===== src/inc/sai_rx_defs.svh =====
`ifndef SAI_RX_DEFS_SVH
`define SAI_RX_DEFS_SVH


// Register indices on the register port
`define IDX_CTRL 2'h0
`define IDX_DATA_A 2'h1
`define IDX_DATA_B 2'h2

// Writable control bits: enables, length, left/right, bits 8 to 12
`define CTRL_WRITE_MASK 16'h1FB3
`define CTRL_WIDTH 16

// Word length codes
`define WLEN_16 2'h0
`define WLEN_24 2'h1
`define WLEN_32 2'h2

// Interrupt vector program addresses
`define VEC_LEFT_LOW 8'h16
`define VEC_RIGHT_LOW 8'h18
`define VEC_EXC_LOW 8'h1A
`define VEC_LEFT_HIGH 8'h46
`define VEC_RIGHT_HIGH 8'h48
`define VEC_EXC_HIGH 8'h4A

`define NUM_RECEIVERS 2
`define SHIFT_WIDTH 32
`define DATA_WIDTH 24

`endif


===== src/inc/sai_rx_pkg.sv =====
package sai_rx_pkg;

	// Control/status word as software sees it
	typedef struct packed {
		logic rx_right_full_flag;
		logic rx_left_full_flag;
		logic reserved13;
		logic rx_vector_bank_sel;
		logic rx_irq_enable;
		logic rx_truncate_sel;
		logic rx_ws_early_sel;
		logic rx_clock_polarity_sel;
		logic rx_left_right_polarity;
		logic reserved6;
		logic [1:0] rx_word_length_field;
		logic reserved3;
		logic reserved2;
		logic receiver_b_enable;
		logic receiver_a_enable;
	} ctrl_type;

	// Link pins travelling through the synchroniser together
	typedef struct packed {
		logic sck;
		logic ws;
		logic [1:0] sd;
	} pins_type;

	// Receiver sequencing
	typedef enum logic [1:0] {
		RX_IDLE,
		RX_ALIGN,
		RX_RUN
	} rx_state_type;

endpackage


===== src/verilog/rx_shift_channel.sv =====
`include "sai_rx_defs.svh"

module rx_shift_channel (
	// Clock and freeze
	input wire logic clk,
	input wire logic reset,
	input wire logic clkEnable,
	input wire logic clear,
	// Bit stream
	input wire logic shiftEn,
	input wire logic bitIn,
	input wire logic early,
	input wire logic load,
	// Format
	input wire logic [1:0] wordLength,
	input wire logic truncate,
	// Data register
	output logic [`DATA_WIDTH-1:0] dataOut
);

	logic [`SHIFT_WIDTH-1:0] shifter;
	logic [`SHIFT_WIDTH-1:0] word;

	// Serial data enters MSB first
	always_ff @(posedge clk or posedge reset) begin
		if (reset) begin
			shifter <= '0;
		end else if (clkEnable) begin
			if (clear)
				shifter <= '0;
			else if (shiftEn)
				shifter <= {shifter[`SHIFT_WIDTH-2:0], bitIn};
		end
	end

	// Early word select: the bit taken with the change closes the old word
	assign word = early ? {shifter[`SHIFT_WIDTH-2:0], bitIn} : shifter;

	// Data register loads once per complete word
	always_ff @(posedge clk or posedge reset) begin
		if (reset) begin
			dataOut <= '0;
		end else if (clkEnable) begin
			if (clear)
				dataOut <= '0;
			else if (load) begin
				case (wordLength)
				`WLEN_16: dataOut <= {word[15:0], 8'h00};
				`WLEN_32: dataOut <= truncate ? word[23:0] : word[31:8];
				default: dataOut <= word[23:0];
				endcase
			end
		end
	end

endmodule


===== src/verilog/serial_audio_receiver_ctrl.sv =====
`include "sai_rx_defs.svh"

module serial_audio_receiver_ctrl
	import sai_rx_pkg::*;
(
	// Clock, resets and freeze
	input wire logic clk,
	input wire logic reset,
	input wire logic clkEnable,
	input wire logic softReset,
	input wire logic stopMode,
	// Register port
	input wire logic [1:0] regAddr,
	input wire logic [23:0] regWriteData,
	input wire logic regWrite,
	input wire logic regRead,
	output logic [23:0] regReadData,
	// Audio link pins
	input wire logic serialClockPin,
	input wire logic rx_word_select_pin,
	input wire logic [1:0] rx_serial_data_in,
	// Interrupt request to the core
	output logic irqRequest,
	output logic [7:0] irqVector
);

	// Vector for the current flag pair, bank chosen by the select bit
	function automatic logic [7:0] selVector(input logic bank, input logic left,
			input logic right);
		logic [7:0] v;
		v = '0;
		case ({left, right})
		2'b10: v = bank ? `VEC_LEFT_HIGH : `VEC_LEFT_LOW;
		2'b01: v = bank ? `VEC_RIGHT_HIGH : `VEC_RIGHT_LOW;
		2'b11: v = bank ? `VEC_EXC_HIGH : `VEC_EXC_LOW;
		default: v = '0;
		endcase
		return v;
	endfunction

	// Register port address decode
	function automatic logic hit(input logic [1:0] addr, input logic [1:0] idx);
		return addr == idx;
	endfunction

	ctrl_type ctrl;
	ctrl_type statusWord;
	pins_type pinMeta;
	pins_type pinSync;
	pins_type pinLast;
	rx_state_type state;

	logic [1:0] enables;
	logic offDelayed;
	logic sectionOff;
	logic sampleEdge;
	logic wsPrev;
	logic wsChange;
	logic wordIsLeft;
	logic leftSeen;
	logic transfer;
	logic leftFull;
	logic rightFull;
	logic [1:0] readMask;
	logic [1:0] dataReadHit;
	logic [1:0] maskAfter;
	logic readsDone;
	logic singleClear;
	logic overrunClear;
	logic statusSeen;
	logic irqEnHold;
	logic irqEnEffective;
	logic [`DATA_WIDTH-1:0] rxData [`NUM_RECEIVERS];

	// Control register, written by software; status bits are not stored here
	always_ff @(posedge clk or posedge reset) begin
		if (reset) begin
			ctrl <= '0;
		end else if (clkEnable) begin
			if (softReset)
				ctrl <= '0;
			else if (regWrite && hit(regAddr, `IDX_CTRL))
				ctrl <= ctrl_type'(regWriteData[`CTRL_WIDTH-1:0] & `CTRL_WRITE_MASK);
		end
	end

	assign enables = {ctrl.receiver_b_enable, ctrl.receiver_a_enable};

	// Section drops into its own reset one cycle after both enables go low
	always_ff @(posedge clk or posedge reset) begin
		if (reset) begin
			offDelayed <= 1'b1;
		end else if (clkEnable) begin
			if (softReset)
				offDelayed <= 1'b1;
			else
				offDelayed <= (enables == 2'b00);
		end
	end

	assign sectionOff = stopMode | offDelayed;

	// Two-stage synchroniser on every link pin, then one stage for edges
	always_ff @(posedge clk or posedge reset) begin
		if (reset) begin
			pinMeta <= '0;
			pinSync <= '0;
			pinLast <= '0;
		end else if (clkEnable) begin
			pinMeta <= {serialClockPin, rx_word_select_pin, rx_serial_data_in};
			pinSync <= pinMeta;
			pinLast <= pinSync;
		end
	end

	// Sampling edge: rising for negative polarity, falling for positive.
	// The source changes lines on the other edge, so all pins are stable here.
	assign sampleEdge = ctrl.rx_clock_polarity_sel ?
		(pinLast.sck & ~pinSync.sck) :
		(~pinLast.sck & pinSync.sck);

	// Word select as seen at the previous sampling edge
	always_ff @(posedge clk or posedge reset) begin
		if (reset) begin
			wsPrev <= 1'b0;
		end else if (clkEnable) begin
			if (softReset)
				wsPrev <= 1'b0;
			else if (sampleEdge)
				wsPrev <= pinSync.ws;
		end
	end

	// A word boundary is any change of word select between sampling edges
	assign wsChange = sampleEdge & (pinSync.ws != wsPrev);

	// The finished word belongs to the channel the old select level marked
	assign wordIsLeft = (wsPrev == ctrl.rx_left_right_polarity);

	// Sequencer: after enabling, the first boundary only aligns, since
	// the word in flight was caught partway and must not be delivered.
	always_ff @(posedge clk or posedge reset) begin
		if (reset) begin
			state <= RX_IDLE;
		end else if (clkEnable) begin
			if (softReset) begin
				state <= RX_IDLE;
			end else begin
				case (state)
				RX_IDLE: begin
					if (!sectionOff)
						state <= RX_ALIGN;
				end
				RX_ALIGN: begin
					if (sectionOff)
						state <= RX_IDLE;
					else if (wsChange)
						state <= RX_RUN;
				end
				RX_RUN: begin
					if (sectionOff)
						state <= RX_IDLE;
				end
				default: state <= RX_IDLE;
				endcase
			end
		end
	end

	// Right words are dropped until the first left word has landed
	assign transfer = (state == RX_RUN) & wsChange & ~sectionOff &
		(wordIsLeft | leftSeen);

	always_ff @(posedge clk or posedge reset) begin
		if (reset) begin
			leftSeen <= 1'b0;
		end else if (clkEnable) begin
			if (softReset || state != RX_RUN)
				leftSeen <= 1'b0;
			else if (transfer && wordIsLeft)
				leftSeen <= 1'b1;
		end
	end

	// One shift channel per receiver, all stepped by the shared controller
	generate
		for (genvar g = 0; g < `NUM_RECEIVERS; g++) begin : chan
			rx_shift_channel u_shift (
				.clk(clk),
				.reset(reset),
				.clkEnable(clkEnable),
				.clear(softReset | sectionOff),
				.shiftEn(sampleEdge & enables[g]),
				.bitIn(pinSync.sd[g]),
				.early(ctrl.rx_ws_early_sel),
				.load(transfer & enables[g]),
				.wordLength(ctrl.rx_word_length_field),
				.truncate(ctrl.rx_truncate_sel),
				.dataOut(rxData[g])
			);
		end
	endgenerate

	// Data reads that count toward clearing: only enabled receivers matter
	assign dataReadHit[0] = regRead & hit(regAddr, `IDX_DATA_A) & enables[0];
	assign dataReadHit[1] = regRead & hit(regAddr, `IDX_DATA_B) & enables[1];
	assign maskAfter = readMask & ~dataReadHit;
	assign readsDone = (readMask != 2'b00) & (maskAfter == 2'b00);

	// Flags clear only once every enabled data register has been read
	assign singleClear = readsDone & (leftFull ^ rightFull);
	assign overrunClear = readsDone & leftFull & rightFull & statusSeen;

	// Outstanding data reads, reloaded with the enables on each transfer
	always_ff @(posedge clk or posedge reset) begin
		if (reset) begin
			readMask <= 2'b00;
		end else if (clkEnable) begin
			if (softReset || sectionOff)
				readMask <= 2'b00;
			else if (transfer)
				readMask <= enables;
			// Status read in overrun restarts the count: all enabled data reads follow it
			else if (regRead && hit(regAddr, `IDX_CTRL) && leftFull && rightFull)
				readMask <= enables;
			else
				readMask <= maskAfter;
		end
	end

	// Status read during overrun is remembered until the data reads follow
	always_ff @(posedge clk or posedge reset) begin
		if (reset) begin
			statusSeen <= 1'b0;
		end else if (clkEnable) begin
			if (softReset || sectionOff || overrunClear || !(leftFull && rightFull))
				statusSeen <= 1'b0;
			else if (regRead && hit(regAddr, `IDX_CTRL))
				statusSeen <= 1'b1;
		end
	end

	// Left full flag; a new transfer beats a clear in the same cycle
	always_ff @(posedge clk or posedge reset) begin
		if (reset) begin
			leftFull <= 1'b0;
		end else if (clkEnable) begin
			if (softReset)
				leftFull <= 1'b0;
			else if (sectionOff)
				leftFull <= 1'b0;
			else if (transfer && wordIsLeft)
				leftFull <= 1'b1;
			else if (singleClear || overrunClear)
				leftFull <= 1'b0;
		end
	end

	// Right full flag, same priorities as the left one
	always_ff @(posedge clk or posedge reset) begin
		if (reset) begin
			rightFull <= 1'b0;
		end else if (clkEnable) begin
			if (softReset)
				rightFull <= 1'b0;
			else if (sectionOff)
				rightFull <= 1'b0;
			else if (transfer && !wordIsLeft)
				rightFull <= 1'b1;
			else if (singleClear || overrunClear)
				rightFull <= 1'b0;
		end
	end

	// Enable is held one extra cycle so a clear masks the request late
	always_ff @(posedge clk or posedge reset) begin
		if (reset) begin
			irqEnHold <= 1'b0;
		end else if (clkEnable) begin
			if (softReset)
				irqEnHold <= 1'b0;
			else
				irqEnHold <= ctrl.rx_irq_enable;
		end
	end

	assign irqEnEffective = ctrl.rx_irq_enable | irqEnHold;

	// Request and vector registered; flags keep updating when masked
	always_ff @(posedge clk or posedge reset) begin
		if (reset) begin
			irqRequest <= 1'b0;
			irqVector <= '0;
		end else if (clkEnable) begin
			if (softReset) begin
				irqRequest <= 1'b0;
				irqVector <= '0;
			end else begin
				irqRequest <= irqEnEffective & (leftFull | rightFull);
				irqVector <= irqEnEffective ?
					selVector(ctrl.rx_vector_bank_sel, leftFull, rightFull) : '0;
			end
		end
	end

	// Readable control/status word: stored controls plus live flags
	always_comb begin
		statusWord = ctrl;
		statusWord.rx_left_full_flag = leftFull;
		statusWord.rx_right_full_flag = rightFull;
	end

	// Read data stands only in the cycle after the read strobe
	always_ff @(posedge clk or posedge reset) begin
		if (reset) begin
			regReadData <= '0;
		end else if (clkEnable) begin
			if (regRead) begin
				case (regAddr)
				`IDX_CTRL: regReadData <= 24'(statusWord);
				`IDX_DATA_A: regReadData <= rxData[0];
				`IDX_DATA_B: regReadData <= rxData[1];
				default: regReadData <= '0;
				endcase
			end else begin
				regReadData <= '0;
			end
		end
	end

endmodule

===== config.mk =====
export PLATFORM = sky130hd
export DESIGN_NAME = serial_audio_receiver_ctrl
export DESIGN_NICKNAME = d
export VERILOG_FILES = /design/src/inc/sai_rx_pkg.sv /design/src/verilog/rx_shift_channel.sv /design/src/verilog/serial_audio_receiver_ctrl.sv
export VERILOG_INCLUDE_DIRS = /design/src /design/src/inc
export SDC_FILE = /design/constraint.sdc
export NUM_CORES = 1
export LEC_CHECK = 0
export BUFFER_PORTS_ARGS = -buffer_cell sky130_fd_sc_hd__buf_4
export CORE_MARGIN = 5
export CORE_UTILIZATION = 45
export CTS_CLUSTER_DIAMETER = 80
export DETAILED_ROUTE_END_ITERATION = 12
export HOLD_SLACK_MARGIN = 0.05
export PLACE_DENSITY = 0.66
export SYNTH_ARGS = -nofsm -noshare
export SYNTH_HDL_FRONTEND = slang
export SYNTH_SLANG_ARGS = --single-unit

===== constraint.sdc =====
create_clock -name clk -period 6.39 [get_ports clk]
set_input_delay 0.9585 -clock clk [delete_from_list [all_inputs] [get_ports clk]]
set_output_delay 0.9585 -clock clk [all_outputs]
set_load 0.02 [all_outputs]

==> out/metrics.yaml, run 1 <==
status: "complete, no violations"
holdPathEnd: "irqRequest"
netlist_instances: 799
synthFlopType: "dfrtp_1"
use_met2: 0.328
avgSynthCellArea_um2: 11.3
vias: 6897
ys_ff_latch: 172
leakage_nw: 4.25
finalCritPeriodShare: 0.566
drc_errors: 0
grtUsageMet1: 0.300
antenna_found_initial: 0
cts_tree: "done"
critPathKind: "input port to flop"
wl_per_cell_um: 21.8
worst_pin_slew_ns: 1.22
grt_pass1_wl_um: 38100
end_kind: "flop"
grt_pass1_vias: 6690
powerDensity_nw_per_um2: 234
final_common_cell: "dfrtp_1"
min_path_type: "flop to flop"
ir_drop_mv: 0.157
n_antenna_cell: 0
critPathMaxFanout: 35
ant_nets: 0
arrival_ns: 3.96
dieHeight_um: 152
drive_gt1_frac: 0.181
numCtsBuffers: 17
port_buffers: 52
clock-sinks: 172
hp-start: "irqRequest"
critPathRequiredTime_ns: 6.73
r2r_slack_ns: 3.46
dr.first_iter.drc_count: 716
clockRootBuffer: "clkbuf_16"
synth_warnings: 0
htreeDepth: 4
drtPass1Iterations: 5
ys_async_sr_fraction: 1.00
r2r-end: "chan[0].u_shift.dataOut[9]"
start_util: 0.461
fin_nets: 851
synth_edf_count: 0
met3_usage: 0.0419
synth_area_um2: 9030
ctsResizeCount: 0
post-cts-setup-buffers: 0
clkLatencyLatePin_ns: 0.45
track_usage: 0.213
cap_viol_max_count: 0
die_w_um: 152
clock_skew_ns: 0.0142
num_rows: 51
core_um2: 19600
r2r_start: "ctrl[9]"
maxSlewHeadroom: 0.187
maxSlewViolCount: 0
min_period_ns: 3.62
rsz0062_at_grt: "false"
tns_ns: 0
clk_pin_slew_worst_paths_ns: 0.08
clk_path_buf_depth: 2
grt_overflow: 0
cts_hold_buf: 0
stdcell_area_um2: 10100
worstRegToRegCells: 5
grt_max_degree: 118
yosysSeqAreaShare: 0.477
dieArea_um2: 23000
setup_viol: 0
fmax_ghz: 0.276
yosys.cell_types.count: 62
routed_wl_um: 23700
top_usage_layer: "met2"
hold_viol_final: 0
placed_cell_area_um2: 9510
worst_setup_path_start_kind: "input port"
hold_path_depth: 1
pin_count: 70
hpwl_um: 16100
viasPerCell: 6.34
place_congestion: 0.859
most-common-layout-cells: "169 x dfrtp_1, 89 x a22o_1, 85 x mux2i_1"
syn_to_final_growth_pct: 12.0
power breakdown:
group	switching (W)	internal [W]	total, W	leakage (nW)
registers	0.0000170	0.00110	0.00112	2.37
logic	0.000109	0.0000502	0.000159	1.59
clock network	0.000491	0.000594	0.00109	0.288
total	0.000617	0.00174	0.00236	4.25
sequential cells by signal, indices dropped and copies added, names as in the netlist:
| signal | cells |
|---|---|
| readMask | 2 |
| irqVector | 5 |
| chan.u_shift.shifter | 64 |
| leftFull | 1 |
| leftSeen | 1 |
| statusSeen | 1 |
| state | 2 |
| rightFull | 1 |
| ctrl | 10 |
| pinMeta | 4 |
| irqRequest | 1 |
| chan.u_shift.dataOut | 48 |
| regReadData | 24 |
| pinLast | 1 |
| pinSync | 4 |
| offDelayed | 1 |
| irqEnHold | 1 |
| wsPrev | 1 |
how the worst max path moves through the flow:
stage | cells after the start | slack [ns] | startpoint | endpoint
2_1_floorplan | 1 | 0.77 | reset | chan[0].u_shift.dataOut[0]
3_3_place_gp | 5 | 2.45 | clkEnable | chan[0].u_shift.dataOut[22]
3_5_place_dp | 5 | 2.28 | clkEnable | chan[0].u_shift.dataOut[23]
4_1_cts | 5 | 2.76 | clkEnable | chan[0].u_shift.dataOut[20]
5_1_grt | 5 | 2.51 | clkEnable | chan[0].u_shift.dataOut[23]
6_report | 5 | 2.77 | clkEnable | chan[0].u_shift.dataOut[20]
metal layers:
| layer | vias up | part of all wire |
|---|---|---|
| met2 | 224 | 0.47 |
| met3 | 42 | 0.049 |
| met5 | - | 0 |
| met1 | 3515 | 0.45 |
| li1 | 3116 | - |
| met4 | 0 | 0.032 |
synthesized netlist by cell type, types with 4 or more instances:
cell type    n  area share
a22o_1      89       0.086
o31a_1      23       0.022
clkbuf_1    35       0.015
buf_2       29       0.016
buf_4        4      0.0033
nand2_1     12      0.0050
a21oi_1     45       0.025
o22ai_1     44       0.030
mux2i_1     85       0.094
inv_1        8      0.0033
dfrtp_1    171        0.47
nor2b_1      5      0.0035
a22oi_1     18       0.015
nor3b_1      5      0.0042
mux2_4      10       0.017
o2bb2ai_1   51       0.049
o21ai_0     11      0.0061
a32o_1       6      0.0066
nand3_1      4      0.0022
nor3_1       4      0.0022
o211ai_1     6      0.0050
mux2_2      28       0.035
ha_1         5      0.0069
nor2_1      45       0.019
layout make-up:
cell class                      instances  area [um^2]
Timing Repair Buffer                   63          473
Inverter                               11         46.3
Tap cell                              265          332
Sequential cell                       172         4310
Clock buffer                           18          429
Fill cell                            1718         9480
Multi-Input combinational cell        544         4350
Clock inverter                         14          174
per-stage QoR:
| stage | worst slack (ns) | util | total power (W) | hold WS (ns) | std cells |
|---|---|---|---|---|---|
| CTS | 2.76 | 0.516 | 0.00238 | 0.484 | 1087 |
| finish | 2.77 | 0.516 | 0.00236 | 0.484 | 1087 |
| detailed placement | 2.28 | 0.485 | 0.00130 | 0.468 | 1055 |
| global placement | 2.45 | 0.485 | 0.00129 | 0.462 | 1055 |
| floorplan | 0.773 | - | 0.00126 | 0.455 | 801 |
| global route | 2.51 | 0.516 | 0.00244 | 0.498 | 1087 |
logic make-up after synthesis:
family | Yosys count | share of synthesized area
xor gates and xnor gates | 2 | 0.00194
AOI/OAI and AO/OA | 315 | 0.268
adders and majority gates | 5 | 0.00693
and+or+nand+nor | 96 | 0.0561
DFF | 172 | 0.477
buffers and inverters | 85 | 0.0442
muxes | 123 | 0.146
other | 1 | 0.000415
worst max-delay path: stages:
cell,delay (ns)
buf_4,0.34
clkinv_1,0.86
nor2_1,0.59
a41o_1,0.77
mux2_2,0.42
Power figures use the tool's default switching activity.
==> run 2: changes to the inputs <==
==> constraint.sdc (replaced) <==
create_clock -name clk -period 3.4 [get_ports clk]
set_input_delay 0.51 -clock clk [delete_from_list [all_inputs] [get_ports clk]]
set_output_delay 0.51 -clock clk [all_outputs]
set_load 0.02 [all_outputs]
==> run 2 against run 1 <==
Sequential share of layout area fell by 0.23 points. Cell count rose by 0.74%. Wire length fell by 1.5%. First-iteration DRC count fell by 25%. Register-to-register slack got worse by 2.5 ns. Critical path type is now flop to flop.
==> out/metrics.yaml, run 2 (synthesis gave the netlist of run 1 again) <==
status: "complete, no violations"  # unchanged
critPathMaxFanout: 23  # was 35
min_period_ns: 2.42
stdcell_area_um2: 10200  # was 10,100 um^2
largest_reg_flops: 64  # unchanged
setup_viol: 0  # unchanged
port_buffers: 52  # unchanged
fmax_ghz: 0.413
worst_pin_slew_ns: 1.14  # was 1.22 ns
r2r_start: "ctrl[9]"  # unchanged
r2r_slack_ns: 0.98  # was 3.46 ns
die_w_um: 152  # unchanged
core_um2: 19600  # unchanged
drive_gt1_frac: 0.189  # was 0.181
grt_overflow: 0  # unchanged
grt_max_degree: 88  # was 118
holdWs_ns: 0.285  # was 0.484 ns
cap_viol_max_count: 0  # unchanged
ctsResizeCount: 0  # unchanged
placed_cell_area_um2: 9590  # was 9510 um^2
fin_nets: 859  # was 851
clk_pin_slew_worst_paths_ns: 0.07  # was 0.08 ns
r2r-end: "chan[0].u_shift.dataOut[8]"  # was chan[0].u_shift.dataOut[9]
holdPathEnd: "ctrl[7]"  # was irqRequest
maxSlewHeadroom: 0.242  # was 0.187
power_w: 0.00432  # was 0.00236 W
worstRegToRegCells: 4  # was 5
maxSlewViolCount: 0  # unchanged
post-cts-setup-buffers: 0  # unchanged
vias: 6854  # was 6,897
hold_viol_final: 0  # unchanged
ir_drop_mv: 0.322  # was 0.157 mV
dp_cells: 1062  # was 1,055
dieHeight_um: 152  # unchanged
wl_per_cell_um: 21.3  # was 21.8 um
fill_cells: 1757  # was 1,718
finalCritPeriodShare: 0.713
dieArea_um2: 23000  # unchanged
start_util: 0.461  # unchanged
critPathRequiredTime_ns: 3.73  # was 6.73 ns
rsz0062_at_grt: "false"  # unchanged
end_kind: "flop"  # unchanged
clkLatencyLatePin_ns: 0.44  # was 0.45 ns
routed_wl_um: 23400  # was 23,700 um
arrival_ns: 2.75  # was 3.96 ns
stdcell_count: 1095  # was 1,087
numCtsBuffers: 17  # unchanged
grt_pass1_wl_um: 38300  # was 38,100 um
clk_path_buf_depth: 2  # unchanged
hpwl_um: 16500  # was 16,100 um
ant_nets: 0  # unchanged
highest_layer: "met4"  # unchanged
tns_ns: 0  # unchanged
drc_errors: 0  # unchanged
cts_tree: "done"  # unchanged
clockRootBuffer: "clkbuf_16"  # unchanged
n_antenna_cell: 0  # unchanged
antenna_found_initial: 0  # unchanged
powerDensity_nw_per_um2: 425  # was 234 nW/um^2
place_congestion: 0.885  # was 0.859
min_path_type: "input port to flop"  # was flop to flop
track_usage: 0.212  # was 0.213
leakage_nw: 4.28  # was 4.25 nW
num_rows: 51  # unchanged
most-common-layout-cells: "169 x dfrtp_1, 89 x a22o_1, 85 x mux2i_1"  # unchanged
cts_hold_buf: 1  # was 0
wl_met1_um: 10700  # was 10,800 um
worst_setup_path_start_kind: "flop"  # was input port
regArea_um2: 4310  # unchanged
final_common_cell: "dfrtp_1"  # unchanged
syn_to_final_growth_pct: 12.6  # was 12.0%
drtPass1Iterations: 5  # unchanged
hp-start: "regWriteData[7]"  # was irqRequest
wl_met3_um: 936  # was 1160 um
critPathKind: "flop to flop"  # was input port to flop
regMostFlops: "chan.u_shift.shifter"  # unchanged
dr.first_iter.drc_count: 534  # was 716
multi_input_area_um2: 4350  # unchanged
hold_path_depth: 2  # was 1
htreeDepth: 4  # unchanged
pin_count: 70  # unchanged
clock-sinks: 172  # unchanged
reg.largest.list: "chan.u_shift.shifter x64, chan.u_shift.dataOut x48, regReadData x24"  # unchanged
wl_met2_um: 11200  # was 11,000 um
viasPerCell: 6.26  # was 6.34
clock_skew_ns: 0.0121  # was 0.0142 ns
grt_pass1_vias: 6892  # was 6,690
-- run 2: report_power, final --
part           switching, W  leakage (nW)  internal, W
Combinational      0.000205          1.63     0.000103
Clock              0.000866         0.280      0.00104
Sequential        0.0000324          2.37      0.00207
Total               0.00110          4.28      0.00321
-- run 2: cell type report --
| class | instances | area share |
|---|---|---|
| Clock buffer | 18 | 0.0432 |
| Clock inverter | 14 | 0.0130 |
| Timing Repair Buffer | 71 | 0.0551 |
| Tap cell | 265 | 0.0326 |
| Inverter | 11 | 0.00443 |
| Multi-Input combinational cell | 544 | 0.428 |
| Sequential cell | 172 | 0.424 |
-- run 2: metal layers --
layer,up-vias,global-route usage
met4,0,0.0696
met3,31,0.0384
met1,3500,0.293
li1,3138,-
met5,-,0
met2,185,0.338
-- run 2: worst max-delay path by stage --
stage	to	slack [ns]	depth (start not counted)	from
finish	chan[0].u_shift.dataOut[8]	0.98	4	ctrl[9]
global route	chan[0].u_shift.dataOut[8]	0.80	4	ctrl[9]
detailed placement	chan[1].u_shift.dataOut[12]	0.91	6	clkEnable
floorplan	chan[0].u_shift.dataOut[0]	0.69	1	reset
global placement	chan[0].u_shift.dataOut[23]	0.95	7	clkEnable
CTS	chan[0].u_shift.dataOut[8]	0.98	4	ctrl[9]
-- run 2: worst max-delay path, stage by stage (launching register included) --
cell and delay, ns:
dfrtp_2 0.75, nand2b_1 0.71, o22ai_1 0.25, o31a_1 0.34, mux2_4 0.25
-- run 2: stage by stage --
step | worst slack [ns] | utilization
6_report | 0.977 | 0.519
5_1_grt | 0.805 | 0.519
4_1_cts | 0.980 | 0.519
3_5_place_dp | 0.913 | 0.489
3_3_place_gp | 0.947 | 0.489
2_1_floorplan | 0.694 | -
